### src/rtl/contact_pkg.sv
// constants shared by the contact monitor block
// assumes a single 100 MHz clock and plain-port configuration
package contact_pkg;
  localparam int CLK_MHZ = 100;
  localparam int GLITCH_NS = 20000;
  localparam int GLITCH_CYCLES = (GLITCH_NS * CLK_MHZ + 999) / 1000;
  localparam int WD1_MULT = 4;
  localparam int WD2_MULT = 8;
  localparam logic [2:0] SCAN_FIXED_THRESHOLD_BAND_PIN = 3'h6;
  localparam logic [2:0] SCAN_NORMAL = 3'h0;
  localparam logic [7:0] MASK_RESET = 8'h00;
  localparam int STATUS_LSB = 8;
  localparam int SETTLE_MIN_TICKS = 5;
  localparam int SETTLE_MAX_TICKS = 100;
  typedef enum logic [1:0] {
    mon_idle_type = 2'h0,
    mon_settle_type = 2'h1
  } mon_state_type;
endpackage

### src/rtl/contact_if.sv
// links between the monitor top and its filter and watchdog
// assumes all ends share ref_clk
interface contact_if;
  logic [7:0] filtered;
  logic alert_req;
  logic reset_req;
  modport filter (output filtered);
  modport watch (output alert_req, output reset_req);
  modport top (input filtered, input alert_req, input reset_req);
endinterface

### src/rtl/contact_monitor.sv
// contact monitor top: debounce, status, alert, direct paths, supervisor
// assumes asynchronous pins sync'd here; serial framing outside
module contact_monitor #(
  parameter int TICK_DIV = 100000,
  parameter int TW = 20
) (
  input wire logic ref_clk,
  input wire logic reset,
  input wire logic [7:0] contact_inputs,
  input wire logic kick_input,
  input wire logic undervoltage_sense,
  input wire logic chip_select_n,
  input wire logic read_done,
  input wire logic cmd_load,
  input wire logic [7:0] alert_mask_bits,
  input wire logic pair_polarity_sel_a,
  input wire logic pair_polarity_sel_b,
  input wire logic direct_path_disable,
  input wire logic [2:0] scan_config_field,
  input wire logic overheat_event,
  input wire logic [TW-1:0] settle_ticks,
  input wire logic [TW-1:0] reset_pulse_ticks,
  output logic [15:0] status_word,
  output logic alert_n_o,
  output logic alert_n_oe,
  output logic regulator_wake_n,
  output logic reset_n_o,
  output logic reset_n_oe,
  output logic direct_output_0,
  output logic direct_output_0_oe,
  output logic direct_output_1,
  output logic direct_output_1_oe,
  output logic overheat_flag_n,
  output logic sense_enable_01,
  output logic [1:0] battery_ref_pairs,
  output logic fixed_hysteresis,
  output logic scan_active
);
  if (TICK_DIV < 2) begin : g_div_check
    $error("TICK_DIV must be at least 2");
  end
  if (TW < 8) begin : g_tw_check
    $error("TW too narrow for settle range");
  end

  contact_if link ();

  // misc pin syncs: three stages, accept when last two agree
  logic [2:0] ks_q, us_q, cs_q, ks_d, us_d, cs_d;
  logic kick_lvl_q, kick_lvl_d, uv_lvl_q, uv_lvl_d, cs_lvl_q, cs_lvl_d;
  logic cs_fall;

  always_comb begin
    ks_d = {ks_q[1:0], kick_input};
    us_d = {us_q[1:0], undervoltage_sense};
    cs_d = {cs_q[1:0], chip_select_n};
    kick_lvl_d = (ks_q[1] == ks_q[2]) ? ks_q[2] : kick_lvl_q;
    uv_lvl_d = (us_q[1] == us_q[2]) ? us_q[2] : uv_lvl_q;
    cs_lvl_d = (cs_q[1] == cs_q[2]) ? cs_q[2] : cs_lvl_q;
    cs_fall = cs_lvl_q && !cs_lvl_d;
  end

  always_ff @(posedge ref_clk or posedge reset) begin
    if (reset) begin
      ks_q <= '0;
      us_q <= '0;
      cs_q <= 3'h7;
      kick_lvl_q <= 1'b0;
      uv_lvl_q <= 1'b0;
      cs_lvl_q <= 1'b1;
    end else begin
      ks_q <= ks_d;
      us_q <= us_d;
      cs_q <= cs_d;
      kick_lvl_q <= kick_lvl_d;
      uv_lvl_q <= uv_lvl_d;
      cs_lvl_q <= cs_lvl_d;
    end
  end

  // slow timebase
  localparam int DW = $clog2(TICK_DIV);
  logic [DW-1:0] div_q, div_d;
  logic tick;
  always_comb begin
    tick = (div_q == DW'(TICK_DIV - 1));
    div_d = tick ? '0 : div_q + DW'(1);
  end
  always_ff @(posedge ref_clk or posedge reset) begin
    if (reset) div_q <= '0;
    else div_q <= div_d;
  end

  glitch_filter #(.WIDTH(8)) u_filter (
    .ref_clk(ref_clk),
    .reset(reset),
    .raw_in(contact_inputs),
    .link(link)
  );

  kick_watchdog #(.CW(TW)) u_watch (
    .ref_clk(ref_clk),
    .reset(reset),
    .kick_sync(kick_lvl_q),
    .tick(tick),
    .pulse_ticks(reset_pulse_ticks),
    .link(link)
  );

  // configuration, loaded on command strobe
  logic [7:0] mask_q, mask_d;
  logic pa_q, pa_d, pb_q, pb_d, dis_q, dis_d;
  logic [2:0] scfg_q, scfg_d;
  always_comb begin
    mask_d = mask_q;
    pa_d = pa_q;
    pb_d = pb_q;
    dis_d = dis_q;
    scfg_d = scfg_q;
    if (cmd_load) begin
      mask_d = alert_mask_bits;
      pa_d = pair_polarity_sel_a;
      pb_d = pair_polarity_sel_b;
      dis_d = direct_path_disable;
      scfg_d = scan_config_field;
    end
  end
  always_ff @(posedge ref_clk or posedge reset) begin
    if (reset) begin
      mask_q <= contact_pkg::MASK_RESET;
      pa_q <= 1'b0;
      pb_q <= 1'b0;
      dis_q <= 1'b0;
      scfg_q <= contact_pkg::SCAN_NORMAL;
    end else begin
      mask_q <= mask_d;
      pa_q <= pa_d;
      pb_q <= pb_d;
      dis_q <= dis_d;
      scfg_q <= scfg_d;
    end
  end

  // closed contact level: ground pairs closed when low
  logic [7:0] closed;
  logic direct_mode, scan_cfg;
  always_comb begin
    scan_cfg = (scfg_q != contact_pkg::SCAN_NORMAL) &&
      (scfg_q != contact_pkg::SCAN_FIXED_THRESHOLD_BAND_PIN);
    direct_mode = !dis_q && !scan_cfg;
    closed[3:0] = ~link.filtered[3:0];
    closed[5:4] = pa_q ? link.filtered[5:4] : ~link.filtered[5:4];
    closed[7:6] = pb_q ? link.filtered[7:6] : ~link.filtered[7:6];
  end

  // shared debounce
  contact_pkg::mon_state_type st_q, st_d;
  logic [7:0] sw_q, sw_d, track;
  logic [TW-1:0] deb_q, deb_d;
  logic [7:0] start_q, start_d;
  logic int_q, int_d, in_scan_q, in_scan_d;
  logic ot_q, ot_d, event_set;
  logic [7:0] diff;

  always_comb begin
    track = {6'h3F, direct_mode ? 2'h0 : 2'h3};
    diff = (closed ^ sw_q) & track;
    st_d = st_q;
    sw_d = sw_q;
    deb_d = deb_q;
    start_d = start_q;
    event_set = 1'b0;
    in_scan_d = scan_cfg;
    case (st_q)
      contact_pkg::mon_idle_type: begin
        if (diff != 8'h00) begin
          st_d = contact_pkg::mon_settle_type;
          start_d = closed;
          deb_d = '0;
          in_scan_d = 1'b0;
        end
      end
      contact_pkg::mon_settle_type: begin
        in_scan_d = 1'b0;
        if (diff == 8'h00) begin
          st_d = contact_pkg::mon_idle_type;
          in_scan_d = scan_cfg;
        end else if (((closed ^ start_q) & track) != 8'h00) begin
          start_d = closed;
          deb_d = '0;
        end else if (tick) begin
          deb_d = deb_q + TW'(1);
          if (deb_q + TW'(1) >= settle_ticks) begin
            sw_d = (sw_q & ~track) | (closed & track);
            event_set = ((diff & ~mask_q) != 8'h00);
            st_d = contact_pkg::mon_idle_type;
            in_scan_d = scan_cfg;
          end
        end
      end
      default: st_d = contact_pkg::mon_idle_type;
    endcase
    // set wins over select clear
    int_d = event_set | (int_q & !cs_fall);
    if (read_done && !event_set) int_d = 1'b0;
    ot_d = overheat_event | (ot_q & !cs_fall);
  end

  always_ff @(posedge ref_clk or posedge reset) begin
    if (reset) begin
      st_q <= contact_pkg::mon_idle_type;
      sw_q <= '0;
      deb_q <= '0;
      start_q <= '0;
      int_q <= 1'b0;
      in_scan_q <= 1'b0;
      ot_q <= 1'b0;
    end else begin
      st_q <= st_d;
      sw_q <= sw_d;
      deb_q <= deb_d;
      start_q <= start_d;
      int_q <= int_d;
      in_scan_q <= in_scan_d;
      ot_q <= ot_d;
    end
  end

  // registered outputs
  always_ff @(posedge ref_clk or posedge reset) begin
    if (reset) begin
      status_word <= '0;
      alert_n_o <= 1'b0;
      alert_n_oe <= 1'b0;
      regulator_wake_n <= 1'b1;
      reset_n_o <= 1'b0;
      reset_n_oe <= 1'b1;
      direct_output_0 <= 1'b0;
      direct_output_0_oe <= 1'b0;
      direct_output_1 <= 1'b0;
      direct_output_1_oe <= 1'b0;
      overheat_flag_n <= 1'b1;
      sense_enable_01 <= 1'b0;
      battery_ref_pairs <= '0;
      fixed_hysteresis <= 1'b0;
      scan_active <= 1'b0;
    end else begin
      status_word <= {sw_d, 8'h00};
      alert_n_o <= 1'b0;
      // watchdog alert kept off the latch so its reset pulse drops it
      alert_n_oe <= int_d | link.alert_req;
      regulator_wake_n <= !(int_d | link.alert_req);
      reset_n_o <= 1'b0;
      reset_n_oe <= link.reset_req | uv_lvl_q;
      direct_output_0 <= link.filtered[0];
      direct_output_0_oe <= direct_mode && !in_scan_d;
      direct_output_1 <= link.filtered[1];
      direct_output_1_oe <= direct_mode && !in_scan_d;
      overheat_flag_n <= !ot_d;
      sense_enable_01 <= !direct_mode;
      battery_ref_pairs <= {pb_q, pa_q};
      fixed_hysteresis <= (scfg_q == contact_pkg::SCAN_FIXED_THRESHOLD_BAND_PIN);
      scan_active <= in_scan_d;
    end
  end
endmodule // contact_monitor

### src/rtl/glitch_filter.sv
// per-input synchroniser and short-pulse rejection
// assumes asynchronous contact inputs
module glitch_filter #(
  parameter int WIDTH = 8
) (
  input wire logic ref_clk,
  input wire logic reset,
  input wire logic [WIDTH-1:0] raw_in,
  contact_if.filter link
);
  localparam int CW = $clog2(contact_pkg::GLITCH_CYCLES + 1);
  localparam logic [CW-1:0] GMAX = CW'(contact_pkg::GLITCH_CYCLES);
  logic [WIDTH-1:0] s1_q, s2_q, s3_q, s2_d, s3_d;
  logic [WIDTH-1:0] filt_q, filt_d;
  logic [CW-1:0] cnt_q [WIDTH], cnt_d [WIDTH];

  always_comb begin
    s2_d = s1_q;
    s3_d = s2_q;
    filt_d = filt_q;
    for (int i = 0; i < WIDTH; i++) begin
      cnt_d[i] = '0;
      if (s2_q[i] == s3_q[i] && s3_q[i] != filt_q[i]) begin
        cnt_d[i] = cnt_q[i] + CW'(1);
        if (cnt_q[i] >= GMAX - CW'(1)) begin
          filt_d[i] = s3_q[i];
          cnt_d[i] = '0;
        end
      end
    end
  end

  always_ff @(posedge ref_clk or posedge reset) begin
    if (reset) begin
      // open ground contact idles high: no false change after reset
      s1_q <= '1;
      s2_q <= '1;
      s3_q <= '1;
      filt_q <= '1;
      for (int i = 0; i < WIDTH; i++) cnt_q[i] <= '0;
    end else begin
      s1_q <= raw_in;
      s2_q <= s2_d;
      s3_q <= s3_d;
      filt_q <= filt_d;
      for (int i = 0; i < WIDTH; i++) cnt_q[i] <= cnt_d[i];
    end
  end

  assign link.filtered = filt_q;
endmodule // glitch_filter

### src/rtl/kick_watchdog.sv
// watchdog with staged alert then reset pulse
// assumes a synchronised kick level and a tick strobe
module kick_watchdog #(
  parameter int CW = 20
) (
  input wire logic ref_clk,
  input wire logic reset,
  input wire logic kick_sync,
  input wire logic tick,
  input wire logic [CW-1:0] pulse_ticks,
  contact_if.watch link
);
  logic kick_q, kick_d;
  logic [CW+3:0] cnt_q, cnt_d;
  logic alert_q, alert_d, rst_q, rst_d;
  logic [CW-1:0] rcnt_q, rcnt_d;
  logic [CW+3:0] t1, t2;

  always_comb begin
    t1 = (CW+4)'(pulse_ticks) * (CW+4)'(contact_pkg::WD1_MULT);
    t2 = (CW+4)'(pulse_ticks) * (CW+4)'(contact_pkg::WD2_MULT);
    kick_d = kick_sync;
    cnt_d = cnt_q;
    alert_d = alert_q;
    rst_d = rst_q;
    rcnt_d = rcnt_q;
    if (rst_q) begin
      if (tick) rcnt_d = rcnt_q + CW'(1);
      if (tick && rcnt_q >= pulse_ticks - CW'(1)) begin
        rst_d = 1'b0;
        rcnt_d = '0;
      end
    end else if (kick_sync != kick_q) begin
      cnt_d = '0;
      alert_d = 1'b0;
    end else if (tick) begin
      cnt_d = cnt_q + (CW+4)'(1);
      if (cnt_q + (CW+4)'(1) >= t1) alert_d = 1'b1;
      if (cnt_q + (CW+4)'(1) >= t2) begin
        rst_d = 1'b1;
        alert_d = 1'b0;
        cnt_d = '0;
      end
    end
  end

  always_ff @(posedge ref_clk or posedge reset) begin
    if (reset) begin
      kick_q <= 1'b0;
      cnt_q <= '0;
      alert_q <= 1'b0;
      rst_q <= 1'b0;
      rcnt_q <= '0;
    end else begin
      kick_q <= kick_d;
      cnt_q <= cnt_d;
      alert_q <= alert_d;
      rst_q <= rst_d;
      rcnt_q <= rcnt_d;
    end
  end

  assign link.alert_req = alert_q;
  assign link.reset_req = rst_q;
endmodule // kick_watchdog

### config.mk
export PLATFORM = sky130hd
export DESIGN_NAME = contact_monitor
export DESIGN_NICKNAME = d
export VERILOG_FILES = /design/src/rtl/contact_pkg.sv /design/src/rtl/contact_if.sv /design/src/rtl/contact_monitor.sv /design/src/rtl/glitch_filter.sv /design/src/rtl/kick_watchdog.sv
export SDC_FILE = /design/constraint.sdc
export NUM_CORES = 1
export LEC_CHECK = 0
export BUFFER_PORTS_ARGS = -buffer_cell sky130_fd_sc_hd__buf_4
export CORE_UTILIZATION = 25
export CTS_BUF_LIST = sky130_fd_sc_hd__clkbuf_4
export DETAILED_ROUTE_END_ITERATION = 8
export SLEW_MARGIN = 20
export SYNTH_ARGS = -nofsm -noshare
export SYNTH_HDL_FRONTEND = slang
export SYNTH_SLANG_ARGS = --single-unit
### constraint.sdc
create_clock -name ref_clk -period 20.6 [get_ports ref_clk]
set_input_delay 1.03 -clock ref_clk [delete_from_list [all_inputs] [get_ports ref_clk]]
set_output_delay 1.03 -clock ref_clk [all_outputs]
set_load 0.01 [all_outputs]
* Yosys cells after proc, flatten, opt, wreduce, memory -nomap -nowiden
Index checks and enable logic that the tools add are counted.
** Word-level totals
- Flip-flop bits (word level) :: 262
- Bits of input ports :: 70
- Output and inout bits :: 31
** Operators by class
- Add/subtract/negate cells :: 13
- Magnitude comparators :: 12
- Equal/unequal tests :: 31
- Muxes and demuxes :: 67
- Bitwise logic cells :: 22
- Reduce and logical (&&, ||, !) cells :: 48
** Operators with widths (number)
- two-way mux 11 bit :: 16
- two-way mux 20 bit :: 6
- adder 11 x 1 -> 11 bit, second input constant :: 8
- >= comparator 11 bit, second input constant :: 8
- two-way mux 24 bit :: 3
- two-way mux 8 bit :: 8
- adder 20 x 1 -> 20 bit, second input constant :: 2
- AND 8 bit :: 5
- >= comparator 20 bit :: 2
- case mux 20 bit (2 select lines) :: 1
- adder 24 x 1 -> 24 bit, second input constant :: 1
- >= comparator 24 x 22 -> 1 bit :: 1
- >= comparator 24 x 23 -> 1 bit :: 1
- nonzero test 8 bit :: 3
- two-way mux 1 bit :: 21
- AND reduction 2 bit :: 10
- subtractor 20 x 1 -> 20 bit, second input constant :: 1
- adder 17 x 1 -> 17 bit, second input constant :: 1
- equality test 17 bit, second input constant :: 1
- two-way mux 17 bit :: 1
- two-way mux 2 bit :: 8
- NOT 8 bit :: 2
- case mux 8 bit (2 select lines) :: 1
- XOR 8 bit :: 2
- 24 further kinds :: 80

* Longest topological paths before layout
- Depth after elaboration :: 18
- Mapped depth :: 16

* Modules after synthesis
A second synthesis with hierarchy kept.
** Second synthesis, totals
- Cells, all modules :: 1432
- Area total of the unflattened synthesis :: 14267.4 um2
** Modules (own cells, without submodules)
- glitch_filter :: times used 1, cells an instance 486, area an instance 5252.5 um2, seq. area each 3042.9 um2
- contact_monitor :: times used 1, cells an instance 426, area an instance 4753.3 um2, seq. area each 2361.0 um2
- kick_watchdog :: times used 1, cells an instance 520, area an instance 4261.6 um2, seq. area each 1176.1 um2

* Least setup slack after synthesis
No wires, ideal clock.
- Path type :: flip-flop to flip-flop
- Start point :: register u_watch.cnt_q[0]
- End point :: register u_watch.cnt_q[14]
- Setup time :: 0.096 ns
- Arrival time :: 3.883 ns
- Required time :: 20.504 ns
- Setup slack :: 16.621 ns
- Stages on the path, launching flop included :: 17
- Period minus slack after synthesis :: 3.979 ns
- Cell sequence :: dfrtp_1 ha_1 buf_2 nand4_1 nor4_1 and3_1 clkbuf_1 nand3_1 xnor2_1 ha_1 a21oi_1 o211ai_1 or4_1 a21o_1 nor2_1 nand2_2 o31ai_1
** Between the ends
- Word-level cells in the longest chain between the ends :: 5
** Ends and longest elaborated chain
- start, declared :: RTL line kick_watchdog.sv:14 : logic [CW+3:0] cnt_q, cnt_d;
- start signal, assigned :: RTL line kick_watchdog.sv:56 : cnt_q <= cnt_d;
- adder 24 x 1 -> 24 bit * :: RTL line kick_watchdog.sv:37, kick_watchdog.sv:39
- >= comparator 24 x 23 -> 1 bit :: RTL line kick_watchdog.sv:39 : if (cnt_q + (CW+4)'(1) >= t2) begin
- two-way mux 24 bit * :: RTL line kick_watchdog.sv:39
- two-way mux 24 bit * :: RTL line kick_watchdog.sv:36 : end else if (tick) begin
- two-way mux 24 bit * :: RTL line kick_watchdog.sv:33 : end else if (kick_sync != kick_q) begin
Every way passes the cells marked *; elsewhere a longest branch is shown, timed or not. The select of a mux whose other input is x is not followed.
A chain may end at the register's enable or synchronous reset.

* Worst setup path after layout
- Start point :: register u_watch.cnt_q[0]
- End point :: register u_watch.cnt_q[9]
Same word-level chain as after synthesis.

==> results.toml <==
[clock_tree]
cts_hold_buffers = 0
cts_buffer_depth = 3
cts_buffers = 76
insertion_delay_ps = 760
cts_tree = "built"
cts_root_buf = "clkbuf_4"
htreeDepth = 3
cts-resized-gates = 0
clock-sinks = 261
clkTransAtPathRegs_ps = 70
post_cts_buffers = 0

[synth]
syn_inst = 1464
synth_area_leaders = "dfrtp_1 39%, ha_1 8.2%, dfstp_2 7.2%"
synth_top_cell_by_area = "dfrtp_1"
synthFlopType = "dfrtp_1"
yosysTopAreaCellShare = 0.392
yosysUniqueCellTypes = 64
synth_edf_count = 0
seq_area_frac_synth = 0.465
yosys_warnings = 0
ys_ff_latch = 261
syn-cell-area_sq_um = 14200
async_reset_ff_frac = 1.00
avgSynthCellArea_sq_um = 9.67

[power_and_ir_drop]
finalPower_mw = 1.13
vdd_drop_max_v = 0.0000361
powerDensity_nw_per_um2 = 67.7
p_leak_nw = 7.59

[detailed_routing]
drtAntennaViolNets = 0
vias = 11000
routed_wl_mm = 33.1
via_per_inst = 4.54
wl_per_cell_um = 13.7
first_pass_iters = 4
remaining_drc_errors = 0
drt_iter0_drc = 609

[critical_path]
critPathMaxStageDelay_ps = 820
critPathMaxFanout = 10
crit_path_start_kind = "register"
path_cells = "ha_1 > nand4_1 > nor4_1 > and3_1 > nand3_1 > xnor2_1 > ha_1 > a21oi_1 > o211ai_1 > or4_1 > a21o_1 > nor2_1 > nand2_2 > o31ai_1"
cp.required_ps = 21230
cp_slowest_cell = "nor4_1"
worst_path_most_repeated_cell = "ha_1"
critPathCaptureType = "register"
cp_top_family = "simple AND/OR/NAND/NOR gates"
worstPathArrival_ps = 5610
reg2reg_slack_ps = 15620
timing.critical_path.buf_inv = 0
crit_type = "register to register"

[sta]
rsz0062_at_grt = "false"
period_share = 0.242
max_freq_mhz = 201
period_minus_slack_ps = 4980
hold_viol = 0
maxSlewViolCount = 0
slew_headroom = 0.300
final-setup-viol-count = 0
fin_setup_tns_ps = 0
worstMarginPinSlew_ps = 1040
finalClockSkew_ps = 67.4

[finish]
num-fill-cells = 5793
drive_gt1_frac = 0.170
area_growth_pct = 18.0
nNetsFinal = 1778
instances_no_fill = 2424
fin_area_sq_um = 16700

[global_routing]
grt_pass1_wl_mm = 54.4
grt_max_degree = 141
antenna_found_initial = 2
grt_pass1_vias = 11200
track_usage = 0.117
globalRoute.totalOverflow = 0

[place]
place_congestion = 0.859
placed_area_sq_um = 15700
post-dp-hpwl_mm = 23.6
dp_cells = 2284
port-buffer-count = 90

[die]
dieArea_sq_um = 57600
fp.dieW_um = 240
die_h_um = 240
rows = 86
fp.coreArea_sq_um = 55500
ios = 101
start_util = 0.255

[run]
drv_cap = 0

[worst_hold_path]
min_path_type = "primary input to asynchronous set/reset pin"

[run_status]
status = "finished clean"
-- cells in the mapped netlist, types with 3 or more instances --
library cell,n
ha_1,93
dfstp_2,39
xor2_1,68
or2_2,4
a211o_1,7
o31ai_1,10
o21a_1,7
nor2_1,184
xnor2_1,100
o311ai_0,9
or3_1,14
buf_4,11
dfrtp_1,222
and2_1,5
nand2b_1,9
o211ai_1,4
a21oi_1,41
o21bai_1,3
o21ai_1,3
nand2_1,138
a211oi_1,6
a21o_1,17
or4_1,5
o2bb2ai_1,5
and3_1,32
and4_1,13
o21ai_0,76
clkbuf_1,18
nor3_1,34
maj3_1,3
nand3_1,86
nor4_1,8
inv_1,74
nor2b_1,3
nor3b_1,3
mux2_2,14
a22o_1,18
a31oi_1,5
buf_2,5
nand4_1,35
a41o_1,4
-- worst register-to-register path, delay by kind of cell (launching register included) --
kind	cells	cell delay, ps
simple gates	7	2600
compound gates	4	910
fa+ha+maj	2	660
flops	1	400
xor+xnor	1	310
-- worst paths after layout --
kind                                               from                        endpoint  cells after the start
min in group ref_clk         u_filter.s1_q[6]$_DFF_PP1_      u_filter.s2_q[6]$_DFF_PP1_                      0
hold reg to reg              u_filter.s1_q[6]$_DFF_PP1_      u_filter.s2_q[6]$_DFF_PP1_                      0
max in group asynchronous                         reset            deb_q[0]$_DFFE_PP0P_                      4
setup reg to reg           u_watch.cnt_q[0]$_DFFE_PP0P_    u_watch.cnt_q[9]$_DFFE_PP0P_                     14
hold / removal                                    reset  battery_ref_pairs[0]$_DFF_PP0_                      2
setup / recovery           u_watch.cnt_q[0]$_DFFE_PP0P_    u_watch.cnt_q[9]$_DFFE_PP0P_                     14
-- layout make-up --
cell class / instances / area [sq um] / share of cell area
Tap cell: 748 / 936 / 0.0560
Sequential cell: 261 / 6580 / 0.394
Inverter: 74 / 285 / 0.0171
Timing Repair Buffer: 98 / 756 / 0.0452
Antenna cell: 1 / 2.50 / 0.000150
Clock inverter: 21 / 103 / 0.00614
Multi-Input combinational cell: 1104 / 7170 / 0.429
Clock buffer: 117 / 878 / 0.0526
-- per-stage QoR --
stage	hold WS, ps	utilization	worst slack (ps)
final	308	0.301	15620
after CTS	255	0.300	15690
after global routing	266	0.301	15300
after detailed placement	348	0.283	15720
after global placement	332	0.283	15950
after floorplan	331	-	12450
-- state kept, by name, summed over array words and instances (netlist names), 2 cells and up, named ones only --
name                    cells
battery_ref_pairs           2
cs_q                        3
deb_q                      20
div_q                      17
ks_q                        3
mask_q                      8
scfg_q                      3
start_q                     8
status_word                 6
u_filter.cnt_q             88
u_filter.link.filtered      8
u_filter.s1_q               8
u_filter.s2_q               8
u_filter.s3_q               8
u_watch.cnt_q              24
u_watch.rcnt_q             20
us_q                        3
-- layer usage --
layer	GRT usage	up-vias	part of all wire
li1	-	5447	-
met1	0.147	5280	0.46
met2	0.191	213	0.47
met3	0.0254	66	0.046
met4	0.0575	2	0.028
met5	0	-	0.00024
-- placed cells by master (no fill, tap or decap), drive strengths merged, types with 10 or more instances in the layout --
cell    instances
buf            98
nand4          35
nand2         139
o31ai          10
nor2          184
a21o           17
ha             93
clkinv         17
clkbuf        117
a21oi          41
xnor2         100
mux2           14
dfstp          39
conb           10
or3            15
a22o           18
and4           13
nor3           35
nand3          86
xor2           68
inv            77
o21ai          79
dfrtp         222
and3           32
-- where the power goes --
group	total (mW)	internal, mW	switching, mW
Combinational	0.0977	0.0379	0.0598
Sequential	0.541	0.529	0.0116
Clock	0.492	0.260	0.232
-- cell families (layout without fill, tap and decap cells) --
family	after synthesis	after routing	share of synthesized area
xor gates and xnor gates	169	169	0.106
DFF	261	261	0.465
adders and majority gates	96	96	0.0843
muxes	14	14	0.0111
buffers and inverters	108	310	0.0320
other	1	11	0.000265
and+or+nand+nor	584	584	0.196
AOI/OAI and AO/OA	231	231	0.106
(Power assumes the default switching activity.)
